## config.mk

```make
export PLATFORM = sky130hd
export DESIGN_NAME = aux_control_dual_pointer
export DESIGN_NICKNAME = d
export VERILOG_FILES = /design/src/hdl/aux_pkg.sv /design/src/hdl/aux_control_dual_pointer.sv
export SDC_FILE = /design/constraint.sdc
export NUM_CORES = 1
export LEC_CHECK = 0
export BUFFER_PORTS_ARGS = -buffer_cell sky130_fd_sc_hd__clkbuf_2
export CAP_MARGIN = 10
export CORE_MARGIN = 2
export CORE_UTILIZATION = 25
export CTS_CLUSTER_SIZE = 10
export DETAILED_ROUTE_END_ITERATION = 6
export GPL_TIMING_DRIVEN = 0
export SLEW_MARGIN = 20
export SYNTH_ARGS = -nofsm -noshare
export SYNTH_HDL_FRONTEND = slang
export SYNTH_SLANG_ARGS = --single-unit
```

## constraint.sdc

```tcl
create_clock -name clk -period 3.1 [get_ports clk]
set_input_delay 0.62 -clock clk [delete_from_list [all_inputs] [get_ports clk]]
set_output_delay 0.62 -clock clk [all_outputs]
set_load 0.005 [all_outputs]
```

## src/hdl/aux_pkg.sv

```systemverilog
// Behaviour
// - A control write with bit 3 set resets the whole processor.
// - Two 16-bit data pointers; bit 0 selects the one in use.
// - The unselected pointer is unreachable until the select bit toggles.
// - Pointer increment adds one to the selected pointer only.
// - Immediate load puts its 16-bit constant in the selected pointer.
// - Indirect jump target is accumulator plus selected pointer.
// - Code byte read uses selected pointer plus accumulator as address.
// - Data memory moves take their address from the selected pointer.
// - Pointer high and low byte accesses act on the selected pointer.
// - Bit 2 reads zero and ignores writes, so incrementing toggles select.
// - Keypad flag sets when an enabled port 0 pin goes low; software clears.
// - Brownout-off bit set turns brownout detection off.
// - Three signature bytes read by code byte read at FC30h, FC31h, FC60h.
// - 32-byte customer area readable by code byte read at FCE0h to FCFFh.
// - Data memory reads still reach the nonvolatile configuration bytes.
// - Both user configuration bytes readable by data memory move reads.
package aux_pkg;
  // register map
  localparam logic [7:0] AUX_ADDR = 8'ha2;
  localparam logic [7:0] PTR_LO_ADDR = 8'h82;
  localparam logic [7:0] PTR_HI_ADDR = 8'h83;
  localparam logic [7:0] AUX_RESET = 8'h00;
  // control register field positions
  localparam int KEYPAD_BIT = 7;
  localparam int BROWN_OFF_BIT = 6;
  localparam int BROWN_IRQ_BIT = 5;
  localparam int LOW_POWER_BIT = 4;
  localparam int SOFT_RST_BIT = 3;
  localparam int ZERO_BIT = 2;
  localparam int RSV_BIT = 1;
  localparam int PTR_SEL_BIT = 0;
  // code space special areas
  localparam logic [15:0] SIG0_ADDR = 16'hfc30;
  localparam logic [15:0] SIG1_ADDR = 16'hfc31;
  localparam logic [15:0] SIG2_ADDR = 16'hfc60;
  localparam logic [10:0] CUST_BASE = 11'h7e7; // fce0h >> 5
  // signature values: arbitrary, not any real part
  localparam logic [7:0] SIG0_VAL = 8'h5a;
  localparam logic [7:0] SIG1_VAL = 8'h3c;
  localparam logic [7:0] SIG2_VAL = 8'h96;
  // configuration byte addresses on the data memory path
  localparam logic [15:0] CFG1_ADDR = 16'hfd00;
  localparam logic [15:0] CFG2_ADDR = 16'hfd01;
  localparam logic [7:0] NO_DATA = 8'hff;
  // pointer operations issued by the core
  typedef enum logic [2:0] {
    OP_NONE = 3'b000,
    OP_INC = 3'b001,
    OP_LOAD = 3'b010,
    OP_JMP = 3'b011,
    OP_CREAD = 3'b100,
    OP_XRD = 3'b101,
    OP_XWR = 3'b110
  } op_e;
  // read path stage
  typedef enum logic [1:0] {
    ST_IDLE = 2'b00,
    ST_ADDR = 2'b01,
    ST_DATA = 2'b10
  } stage_e;
endpackage

```

## src/hdl/aux_control_dual_pointer.sv

```systemverilog
// The address-and-strobe port was decided locally.
`timescale 1ns/1ns
`default_nettype none
module aux_control_dual_pointer (
  // clock and reset
  input wire logic clk,
  input wire logic rst,
  // special function register port
  input wire logic [7:0] sfr_addr,
  input wire logic [7:0] sfr_wdata,
  input wire logic sfr_wr,
  input wire logic sfr_rd,
  output logic [7:0] sfr_rdata_r,
  // pointer operations from the core
  input wire logic op_valid,
  input wire aux_pkg::op_e op,
  input wire logic [7:0] op_acc,
  input wire logic [15:0] op_imm,
  // code memory and accumulator return
  output logic code_req_r,
  output logic [15:0] code_addr_r,
  input wire logic [7:0] code_rdata,
  output logic acc_load_r,
  output logic [7:0] acc_byte_r,
  // jump and data memory write
  output logic jump_r,
  output logic [15:0] jump_target_r,
  output logic xmem_wr_r,
  output logic [15:0] xmem_addr_r,
  output logic [7:0] xmem_data_r,
  // keypad pins and configuration
  input wire logic [7:0] keypad_pin,
  input wire logic [7:0] keypad_enable,
  input wire logic [7:0] user_config_byte_one,
  input wire logic [7:0] user_config_byte_two,
  // customer area load from programming logic
  input wire logic prog_we,
  input wire logic [4:0] prog_addr,
  input wire logic [7:0] prog_data,
  // control outputs
  output logic chip_reset_r,
  output logic pointer_select_r,
  output logic brownout_off_r,
  output logic brownout_irq_mode_r,
  output logic low_power_eprom_r
);

  typedef struct packed {
    logic keypad_flag;
    logic brownout_off;
    logic brownout_irq_mode;
    logic low_power_eprom;
    logic pointer_select;
    logic [1:0][15:0] data_pointer;
    logic [7:0] pin_s1;
    logic [7:0] pin_s2;
    logic kb_low;
    logic [7:0] rdata;
    logic chip_reset;
    aux_pkg::stage_e stage;
    logic is_code;
    logic [15:0] addr;
    logic code_req;
    logic [7:0] acc_byte;
    logic acc_load;
    logic jump;
    logic xwr;
    logic [7:0] xdata;
    logic [31:0][7:0] cust;
  } state_s;

  state_s s_r;
  state_s s_nxt;
  logic [15:0] cur_ptr;
  logic [15:0] ea;
  logic kb_now;
  logic soft_rst;
  logic [7:0] aux_view;

  // the selected pointer is the only one any path sees
  assign cur_ptr = s_r.data_pointer[s_r.pointer_select];
  assign ea = cur_ptr + {8'h00, op_acc};
  assign kb_now = |(~s_r.pin_s2 & keypad_enable);
  assign soft_rst = sfr_wr && sfr_addr == aux_pkg::AUX_ADDR &&
                    sfr_wdata[aux_pkg::SOFT_RST_BIT];

  // read view: reset bit, bit 2 and reserved bit 1 read zero
  always_comb begin
    aux_view = 8'h00;
    aux_view[aux_pkg::KEYPAD_BIT] = s_r.keypad_flag;
    aux_view[aux_pkg::BROWN_OFF_BIT] = s_r.brownout_off;
    aux_view[aux_pkg::BROWN_IRQ_BIT] = s_r.brownout_irq_mode;
    aux_view[aux_pkg::LOW_POWER_BIT] = s_r.low_power_eprom;
    aux_view[aux_pkg::PTR_SEL_BIT] = s_r.pointer_select;
  end

  // next state
  always_comb begin
    s_nxt = s_r;
    s_nxt.rdata = 8'h00;
    s_nxt.chip_reset = 1'b0;
    s_nxt.code_req = 1'b0;
    s_nxt.acc_load = 1'b0;
    s_nxt.jump = 1'b0;
    s_nxt.xwr = 1'b0;
    // two-flop sync of the port 0 pins before anything looks at them
    s_nxt.pin_s1 = keypad_pin;
    s_nxt.pin_s2 = s_r.pin_s1;
    s_nxt.kb_low = kb_now;

    // register reads, answered next cycle; unmapped reads zero
    if (sfr_rd) begin
      unique case (sfr_addr)
        aux_pkg::AUX_ADDR: s_nxt.rdata = aux_view;
        aux_pkg::PTR_LO_ADDR: s_nxt.rdata = cur_ptr[7:0];
        aux_pkg::PTR_HI_ADDR: s_nxt.rdata = cur_ptr[15:8];
        default: s_nxt.rdata = 8'h00;
      endcase
    end

    // register writes; bits 3..1 are not stored
    if (sfr_wr) begin
      unique case (sfr_addr)
        aux_pkg::AUX_ADDR: begin
          s_nxt.keypad_flag = sfr_wdata[aux_pkg::KEYPAD_BIT];
          s_nxt.brownout_off = sfr_wdata[aux_pkg::BROWN_OFF_BIT];
          s_nxt.brownout_irq_mode = sfr_wdata[aux_pkg::BROWN_IRQ_BIT];
          // low power bit only sets from software; reset clears it
          s_nxt.low_power_eprom = s_r.low_power_eprom |
                                  sfr_wdata[aux_pkg::LOW_POWER_BIT];
          s_nxt.pointer_select = sfr_wdata[aux_pkg::PTR_SEL_BIT];
        end
        aux_pkg::PTR_LO_ADDR: begin
          s_nxt.data_pointer[s_r.pointer_select][7:0] = sfr_wdata;
        end
        aux_pkg::PTR_HI_ADDR: begin
          s_nxt.data_pointer[s_r.pointer_select][15:8] = sfr_wdata;
        end
        default: begin
        end
      endcase
    end

    // a falling enabled pin sets the flag; set beats a same-cycle clear
    if (kb_now && !s_r.kb_low) begin
      s_nxt.keypad_flag = 1'b1;
    end

    // pointer operations; address users are refused while a read is busy
    if (op_valid) begin
      unique case (op)
        aux_pkg::OP_INC: begin
          s_nxt.data_pointer[s_r.pointer_select] = cur_ptr + 16'h0001;
        end
        aux_pkg::OP_LOAD: begin
          s_nxt.data_pointer[s_r.pointer_select] = op_imm;
        end
        aux_pkg::OP_JMP: begin
          if (s_r.stage == aux_pkg::ST_IDLE) begin
            s_nxt.jump = 1'b1;
            s_nxt.addr = ea;
          end
        end
        aux_pkg::OP_CREAD: begin
          if (s_r.stage == aux_pkg::ST_IDLE) begin
            s_nxt.code_req = 1'b1;
            s_nxt.addr = ea;
            s_nxt.is_code = 1'b1;
            s_nxt.stage = aux_pkg::ST_ADDR;
          end
        end
        aux_pkg::OP_XRD: begin
          if (s_r.stage == aux_pkg::ST_IDLE) begin
            s_nxt.addr = cur_ptr;
            s_nxt.is_code = 1'b0;
            s_nxt.stage = aux_pkg::ST_ADDR;
          end
        end
        aux_pkg::OP_XWR: begin
          if (s_r.stage == aux_pkg::ST_IDLE) begin
            s_nxt.xwr = 1'b1;
            s_nxt.addr = cur_ptr;
            s_nxt.xdata = op_acc;
          end
        end
        default: begin
        end
      endcase
    end

    // read path: code memory answers the cycle after the request
    unique case (s_r.stage)
      aux_pkg::ST_ADDR: s_nxt.stage = aux_pkg::ST_DATA;
      aux_pkg::ST_DATA: begin
        s_nxt.stage = aux_pkg::ST_IDLE;
        s_nxt.acc_load = 1'b1;
        if (s_r.is_code) begin
          // signature and customer bytes shadow code memory
          if (s_r.addr == aux_pkg::SIG0_ADDR) begin
            s_nxt.acc_byte = aux_pkg::SIG0_VAL;
          end else if (s_r.addr == aux_pkg::SIG1_ADDR) begin
            s_nxt.acc_byte = aux_pkg::SIG1_VAL;
          end else if (s_r.addr == aux_pkg::SIG2_ADDR) begin
            s_nxt.acc_byte = aux_pkg::SIG2_VAL;
          end else if (s_r.addr[15:5] == aux_pkg::CUST_BASE) begin
            s_nxt.acc_byte = s_r.cust[s_r.addr[4:0]];
          end else begin
            s_nxt.acc_byte = code_rdata;
          end
        end else begin
          // no external bus: only the configuration bytes answer
          if (s_r.addr == aux_pkg::CFG1_ADDR) begin
            s_nxt.acc_byte = user_config_byte_one;
          end else if (s_r.addr == aux_pkg::CFG2_ADDR) begin
            s_nxt.acc_byte = user_config_byte_two;
          end else begin
            s_nxt.acc_byte = aux_pkg::NO_DATA;
          end
        end
      end
      default: begin
      end
    endcase

    // any reset restores everything but the nonvolatile customer bytes
    if (rst || soft_rst) begin
      s_nxt = '0;
      s_nxt.cust = s_r.cust;
      // pins idle high; a zeroed sync would fake a falling edge
      s_nxt.pin_s1 = 8'hff;
      s_nxt.pin_s2 = 8'hff;
      s_nxt.chip_reset = soft_rst && !rst;
    end

    // programming logic loads the customer area, even in a reset cycle
    if (prog_we) begin
      s_nxt.cust[prog_addr] = prog_data;
    end
  end

  // single state register
  always_ff @(posedge clk) begin
    s_r <= s_nxt;
  end

  // all outputs straight from the state register
  assign sfr_rdata_r = s_r.rdata;
  assign code_req_r = s_r.code_req;
  assign code_addr_r = s_r.addr;
  assign acc_load_r = s_r.acc_load;
  assign acc_byte_r = s_r.acc_byte;
  assign jump_r = s_r.jump;
  assign jump_target_r = s_r.addr;
  assign xmem_wr_r = s_r.xwr;
  assign xmem_addr_r = s_r.addr;
  assign xmem_data_r = s_r.xdata;
  assign chip_reset_r = s_r.chip_reset;
  assign pointer_select_r = s_r.pointer_select;
  assign brownout_off_r = s_r.brownout_off;
  assign brownout_irq_mode_r = s_r.brownout_irq_mode;
  assign low_power_eprom_r = s_r.low_power_eprom;

  // software reset pulses once and clears select and pointers
  soft_reset_a: assert property (@(posedge clk) disable iff (rst)
    soft_rst |=> chip_reset_r && !pointer_select_r &&
    s_r.data_pointer == '0 ##1 !chip_reset_r)
    else $error("software reset did not clear state");

  // increment touches only the selected pointer
  ptr_inc_a: assert property (@(posedge clk) disable iff (rst)
    op_valid && op == aux_pkg::OP_INC && !sfr_wr |=>
    s_r.data_pointer[$past(s_r.pointer_select)] ==
    $past(cur_ptr) + 16'h0001 &&
    s_r.data_pointer[!$past(s_r.pointer_select)] ==
    $past(s_r.data_pointer[!s_r.pointer_select]))
    else $error("pointer increment wrong");

  // immediate load lands in the selected pointer
  ptr_load_a: assert property (@(posedge clk) disable iff (rst)
    op_valid && op == aux_pkg::OP_LOAD && !sfr_wr |=>
    s_r.data_pointer[s_r.pointer_select] == $past(op_imm))
    else $error("pointer load wrong");

  // jump target formed from the selected pointer
  jump_target_a: assert property (@(posedge clk) disable iff (rst)
    op_valid && op == aux_pkg::OP_JMP && s_r.stage == aux_pkg::ST_IDLE
    && !soft_rst |=> jump_r && jump_target_r == $past(ea))
    else $error("jump target wrong");

  // code read: address next cycle, accumulator load two cycles later
  code_read_a: assert property (@(posedge clk) disable iff (rst)
    op_valid && op == aux_pkg::OP_CREAD && s_r.stage == aux_pkg::ST_IDLE
    && !soft_rst |=> code_req_r && code_addr_r == $past(ea)
    ##1 !acc_load_r ##1 acc_load_r)
    else $error("code byte read sequence wrong");

  // signature byte returned three cycles after the request
  sig_read_a: assert property (@(posedge clk) disable iff (rst)
    op_valid && op == aux_pkg::OP_CREAD && s_r.stage == aux_pkg::ST_IDLE
    && ea == aux_pkg::SIG0_ADDR && !soft_rst ##1 !soft_rst[*2] |=>
    acc_load_r && acc_byte_r == aux_pkg::SIG0_VAL)
    else $error("signature byte wrong");

  // bit 2 and the reset bit never read back as one
  zero_bit_a: assert property (@(posedge clk) disable iff (rst)
    sfr_rd && sfr_addr == aux_pkg::AUX_ADDR |=>
    !sfr_rdata_r[aux_pkg::ZERO_BIT] && !sfr_rdata_r[aux_pkg::SOFT_RST_BIT])
    else $error("hard-wired zero bit read as one");

  // low byte read follows the selected pointer
  low_read_a: assert property (@(posedge clk) disable iff (rst)
    sfr_rd && sfr_addr == aux_pkg::PTR_LO_ADDR |=>
    sfr_rdata_r == $past(cur_ptr[7:0]))
    else $error("low byte read from wrong pointer");

  // an enabled pin falling sets the flag even against a clear
  keypad_set_a: assert property (@(posedge clk) disable iff (rst)
    kb_now && !s_r.kb_low && !soft_rst |=> s_r.keypad_flag)
    else $error("keypad flag not set");

  // brownout-off output follows the written bit
  brownout_off_a: assert property (@(posedge clk) disable iff (rst)
    sfr_wr && sfr_addr == aux_pkg::AUX_ADDR && !soft_rst |=>
    brownout_off_r == $past(sfr_wdata[aux_pkg::BROWN_OFF_BIT]))
    else $error("brownout off bit not applied");

  // a control write moves the select bit to the written value
  select_write_a: assert property (@(posedge clk) disable iff (rst)
    sfr_wr && sfr_addr == aux_pkg::AUX_ADDR && !soft_rst |=>
    pointer_select_r == $past(sfr_wdata[aux_pkg::PTR_SEL_BIT]))
    else $error("pointer select not applied");

  // data write carries the selected pointer and the accumulator
  data_write_a: assert property (@(posedge clk) disable iff (rst)
    op_valid && op == aux_pkg::OP_XWR && s_r.stage == aux_pkg::ST_IDLE
    && !soft_rst |=> xmem_wr_r && xmem_addr_r == $past(cur_ptr) &&
    xmem_data_r == $past(op_acc))
    else $error("data write address wrong");

  // no external bus, but the first configuration byte still answers
  config_read_a: assert property (@(posedge clk) disable iff (rst)
    op_valid && op == aux_pkg::OP_XRD && s_r.stage == aux_pkg::ST_IDLE
    && cur_ptr == aux_pkg::CFG1_ADDR && !soft_rst ##1 !soft_rst[*2] |=>
    acc_load_r && acc_byte_r == user_config_byte_one)
    else $error("configuration byte read wrong");

  // hardware reset leaves the register and both pointers at zero
  reset_clear_a: assert property (@(posedge clk)
    rst |=> aux_view == aux_pkg::AUX_RESET && s_r.data_pointer == '0)
    else $error("reset did not clear the register");

endmodule
`default_nettype wire

```

# After elaboration in Yosys (flattened, before gate mapping)
# Index checks and enable logic that the tools add are counted.
# Widths: inputs -> output; s select.
# word_totals
reg_bits	358
in_bits	102
out_inout_bits	81
word_cells	162
# op_classes
add_sub_neg	2
order_cmp	5
eq_ne	23
mux	44
bitwise_logic	8
n_reduce_logical	27
# ops
cell	n
$bwmux 256	1
$mux 256	1
$bwmux 32	4
$pmux 32 s2	2
$mux 16	6
$eq 16x16->1 const B	5
$mux 8	10
$pmux 16 s4	1
$demux 16 s1	3
$bmux 8 s5	1
$demux 8 s5	1
$mux 20	2
$mux 37	1
$mux 32	1
$eq 8x8->1 const B	3
$pmux 8 s3	1
$mux 19	1
$add 16x1->16 const B	1
$add 16x8->16	1
$lt 5x6->1 const B	2
$eq 11x11->1 const B	1
$eq 3x3->1 const B	3
$mux 9	1
$reduce_or 3->1	3
other kinds (30)	53

# Depth between registers and ports, before layout
# depth
word_depth	10
depth_mapped	13
mapped_depth_nobuf	9

# Least setup slack after synthesis
# No wires, ideal clock.
# synth_timing
path_kind	reg2reg
from	register s_r (netlist bit pointer_select_r)
to	register s_r (netlist bit code_addr_r[14])
setup_time_ns	0.124
t_arrival_ns	3.231
t_required_ns	2.976
path_slack_ns	-0.255
path_stages_with_launch	14
path_buffers	4
period_less_slack_ns	3.355
cell_sequence	dfxtp_1 > buf_2 > buf_2 > buf_2 > buf_2 > mux2_2 > ha_1 > fa_1 > a21o_1 > a21oi_1 > o21ai_0 > and3_1 > a211oi_1 > nor3_1
# synth_between
elab_chain_len	5
elab_cells_between_ends	8
cone_classes	1 x add/sub; 7 x mux
# synth_lines
item	line_no	text
start, declared	aux_control_dual_pointer.sv:72	state_s s_r;
start signal, assigned	aux_control_dual_pointer.sv:243	s_r <= s_nxt;
$mux 16 (implied by the code) (*) (2 in a row)	aux_control_dual_pointer.sv:81	assign cur_ptr = s_r.data_pointer[s_r.pointer_select];
$add 16x8->16	aux_control_dual_pointer.sv:82	assign ea = cur_ptr + {8'h00, op_acc};
$mux 20 or $mux 16 (tied branches)	aux_control_dual_pointer.sv:165, aux_control_dual_pointer.sv:159	
$pmux 16 s4 (*)	aux_control_dual_pointer.sv:151	unique case (op)
# Mark *: on every way between the ends. The rest lies on a longest branch, timed or not. The select of a mux whose other input is x is not followed.
# A chain may end at the register's enable or synchronous reset.

# Worst setup path in the final report
# Ends and elaborated chain as after synthesis.

==> results.toml <==
[sta]
whs_ns = 0.2305
period_needed_ns = 2.990
finalClockSkew_ns = 0.03458
setup_tns_ns = 0
hold_violations = 0
fmax_mhz = 334.5
drv_slew = 0
period_share = 0.9644
tightestPinTransition_ns = 1.205
finalSetupViolations = 0
max_slew_margin = 0.1904
rsz0062_at_grt = "true"

[clock_tree]
tritoncts = "built"
cts-htree-levels = 2
worstSkewPairLatency_ns = 0.58
holdBufCountCts = 0
cts.sinks = 358
cts_max_path_buffers = 3
clockRootBuffer = "clkbuf_16"
path_clk_slew_ns = 0.06
cts_buffers = 43

[floorplan]
die_w_um = 263.4
die-area_um2 = 69390
core_area_um2 = 66920
start_util = 0.2514
die_h_um = 263.4
num_rows = 95
io_pins = 183

[logic_synthesis]
async_flop_share = 0
synth-seq-cells = 358
synth_edf_count = 256
yosysWarnings = 0
synth_ff_type = "edfxtp_1"
synth_area_leaders = "edfxtp_1, dfxtp_1, mux4_2"
avgSynthCellArea_um2 = 13.28
yosysTopAreaCellShare = 0.4569
synth_commonest_cells = "edfxtp_1, nor2_1, dfxtp_1"
yosysTopAreaCell = "edfxtp_1"
synthCells = 1267
yosysMostFrequentCell = "edfxtp_1"
synth_cell_type_count = 76
mappedNetlistArea_um2 = 16820
ys_seq_area_frac = 0.5783
postSynthNetCount = 1383

[critical_path]
required_ns = 3.56
critPathSlowestCell = "fa_2"
critPathMaxStageDelay_ns = 0.38
cp-start-kind = "register"
critPathMaxFanout = 19
path_cells = "buf_6 -> buf_12 -> buf_12 -> mux2_4 -> ha_1 -> fa_2 -> a21o_1 -> a21oi_4 -> o21ai_2 -> and3_4 -> a211oi_1 -> nor3_1"
worstPathArrival_ns = 3.45
cp_common_cell = "buf_12"
critical_path_class = "reg -> reg"
end_kind = "register"
reg2reg_slack_ns = 0.11

[placement]
hpwlAfterDp_um = 40160
portBuffers = 178
place_inst = 2318
gp_congestion = 0.9261

[route]
wire_per_inst_um = 23.23
via_count = 12000
routed_wl_um = 55310
via_per_inst = 5.041
drc = 0
firstDrtPassIters = 5
ant_nets = 0
drt_iter0_markers = 1380

[power]
pwr_density_cell_nw_per_um2 = 546.4
leakage_uw = 0.007244
power_uw = 11030
peakVddDrop_mv = 0.3471

[layout]
drive_above_1_share = 0.2871
instances_no_fill = 2381
num-nets-final = 1607
antenna_cells = 0
fin_util = 0.3015
area_growth_pct = 19.94

[global_route]
antenna_found_initial = 1
grt_overflow = 0
grt_max_degree = 33
grt_pass1_vias = 11810
grt_first_pass_wirelength_um = 79840
grtUsageTotal = 0.1558

[outcome]
status = "finished clean"

[hold_path]
min_path_type = "in -> reg"

[run]
drv_cap = 0
-- what timing repair did --
action / 4_1_cts / 5_1_grt
pin swaps: 1 / 1
endpoints found under the setup margin: 22 / 11
buffers inserted: 2 / 2
gates resized for setup: 14 / 9
-- kinds of logic (layout without fill, tap and decap cells) --
| kind of cell | count (synthesis) | after routing | synth area share |
|---|---|---|---|
| xor+xnor | 13 | 13 | 0.006767 |
| fa+ha+maj | 14 | 14 | 0.01086 |
| buf+inv | 158 | 399 | 0.05934 |
| simple gates | 319 | 319 | 0.09586 |
| mux | 160 | 160 | 0.1522 |
| flops | 358 | 358 | 0.5783 |
| compound gates | 245 | 245 | 0.09668 |
-- cell type report --
cell class              instances  area (um^2)
plain buffers                 131        933.4
clock buffers                  55         1172
clock inverters                 7        72.57
fillers                      6751        46740
inverters                      24        90.09
multi-input cells             751         6168
flip-flops and latches        358         9729
well taps                     873         1092
repair buffers                182        920.9
-- metrics by stage --
step	area [um^2]	worst slack [ns]
floorplan	16840	0.006128
detailed placement	18820	-0.6442
CTS	20120	0.01275
finish	20180	0.1103
global placement	18820	-0.6042
global route	20180	-0.002020
-- layout by cell type, fill, tap and decap left out, types with 6 or more instances in the layout --
master     count
dfxtp_1      102
o22a_1         8
mux4_2        54
nand3b_1      12
a211oi_1      11
buf_4         80
a31oi_1       12
nor3_1        13
mux2i_1       69
nand4_1        8
clkbuf_2     178
o21ai_0       54
o221ai_1       6
o211ai_1       8
nor2b_1       12
nand2_1       61
buf_6          8
clkbuf_16     44
inv_1         23
nor2_1       109
mux4_1        16
a2111oi_0      6
a22oi_1       13
edfxtp_1     256
nand2b_1      25
buf_2          7
nand3_1       27
a21o_1        12
o22ai_1        7
and2_1         8
xnor2_1        9
ha_1          12
mux2_2        18
a21oi_1       54
clkbuf_4       6
clkbuf_1      35
-- critical path: cells and delay by family (launching register included) --
kind	cells	cell delay, ns
flip-flops	1	0.36
adder cells (fa/ha/maj)	2	0.61
AO/OA/AOI/OAI	4	0.72
buffers and inverters	3	0.51
multiplexers	1	0.35
AND/OR/NAND/NOR	2	0.32
-- report_power, final --
part	switching (uW)	total, uW	internal [uW]
Clock	1930	4630	2710
Combinational	652	1120	465
Sequential	68.6	5280	5210
-- metal layers --
layer	global-route usage	share of wire	vias to the layer above
li1	-	-	5252
met4	0.03784	0.020	2
met3	0.03442	0.082	75
met1	0.2109	0.43	6120
met5	0	0.00024	-
met2	0.2529	0.47	554
-- sequential cells by signal, summed over array words and instances (netlist names) --
register,count
code_req_r,1
sfr_rdata_r,8
code_addr_r,16
acc_load_r,1
pointer_select_r,1
low_power_eprom_r,1
brownout_irq_mode_r,1
chip_reset_r,1
brownout_off_r,1
aux_view,1
xmem_wr_r,1
s_r,308
xmem_data_r,8
acc_byte_r,8
jump_r,1
-- final timing paths --
path	cells after the start	to	from
setup / recovery	12	code_addr_r[14]	pointer_select_r
hold / removal	2	s_r[318]	keypad_pin[5]
setup reg to reg	12	code_addr_r[14]	pointer_select_r
hold reg to reg	1	s_r[310]	s_r[318]
Note: power is estimated with default switching activity, not from simulation.
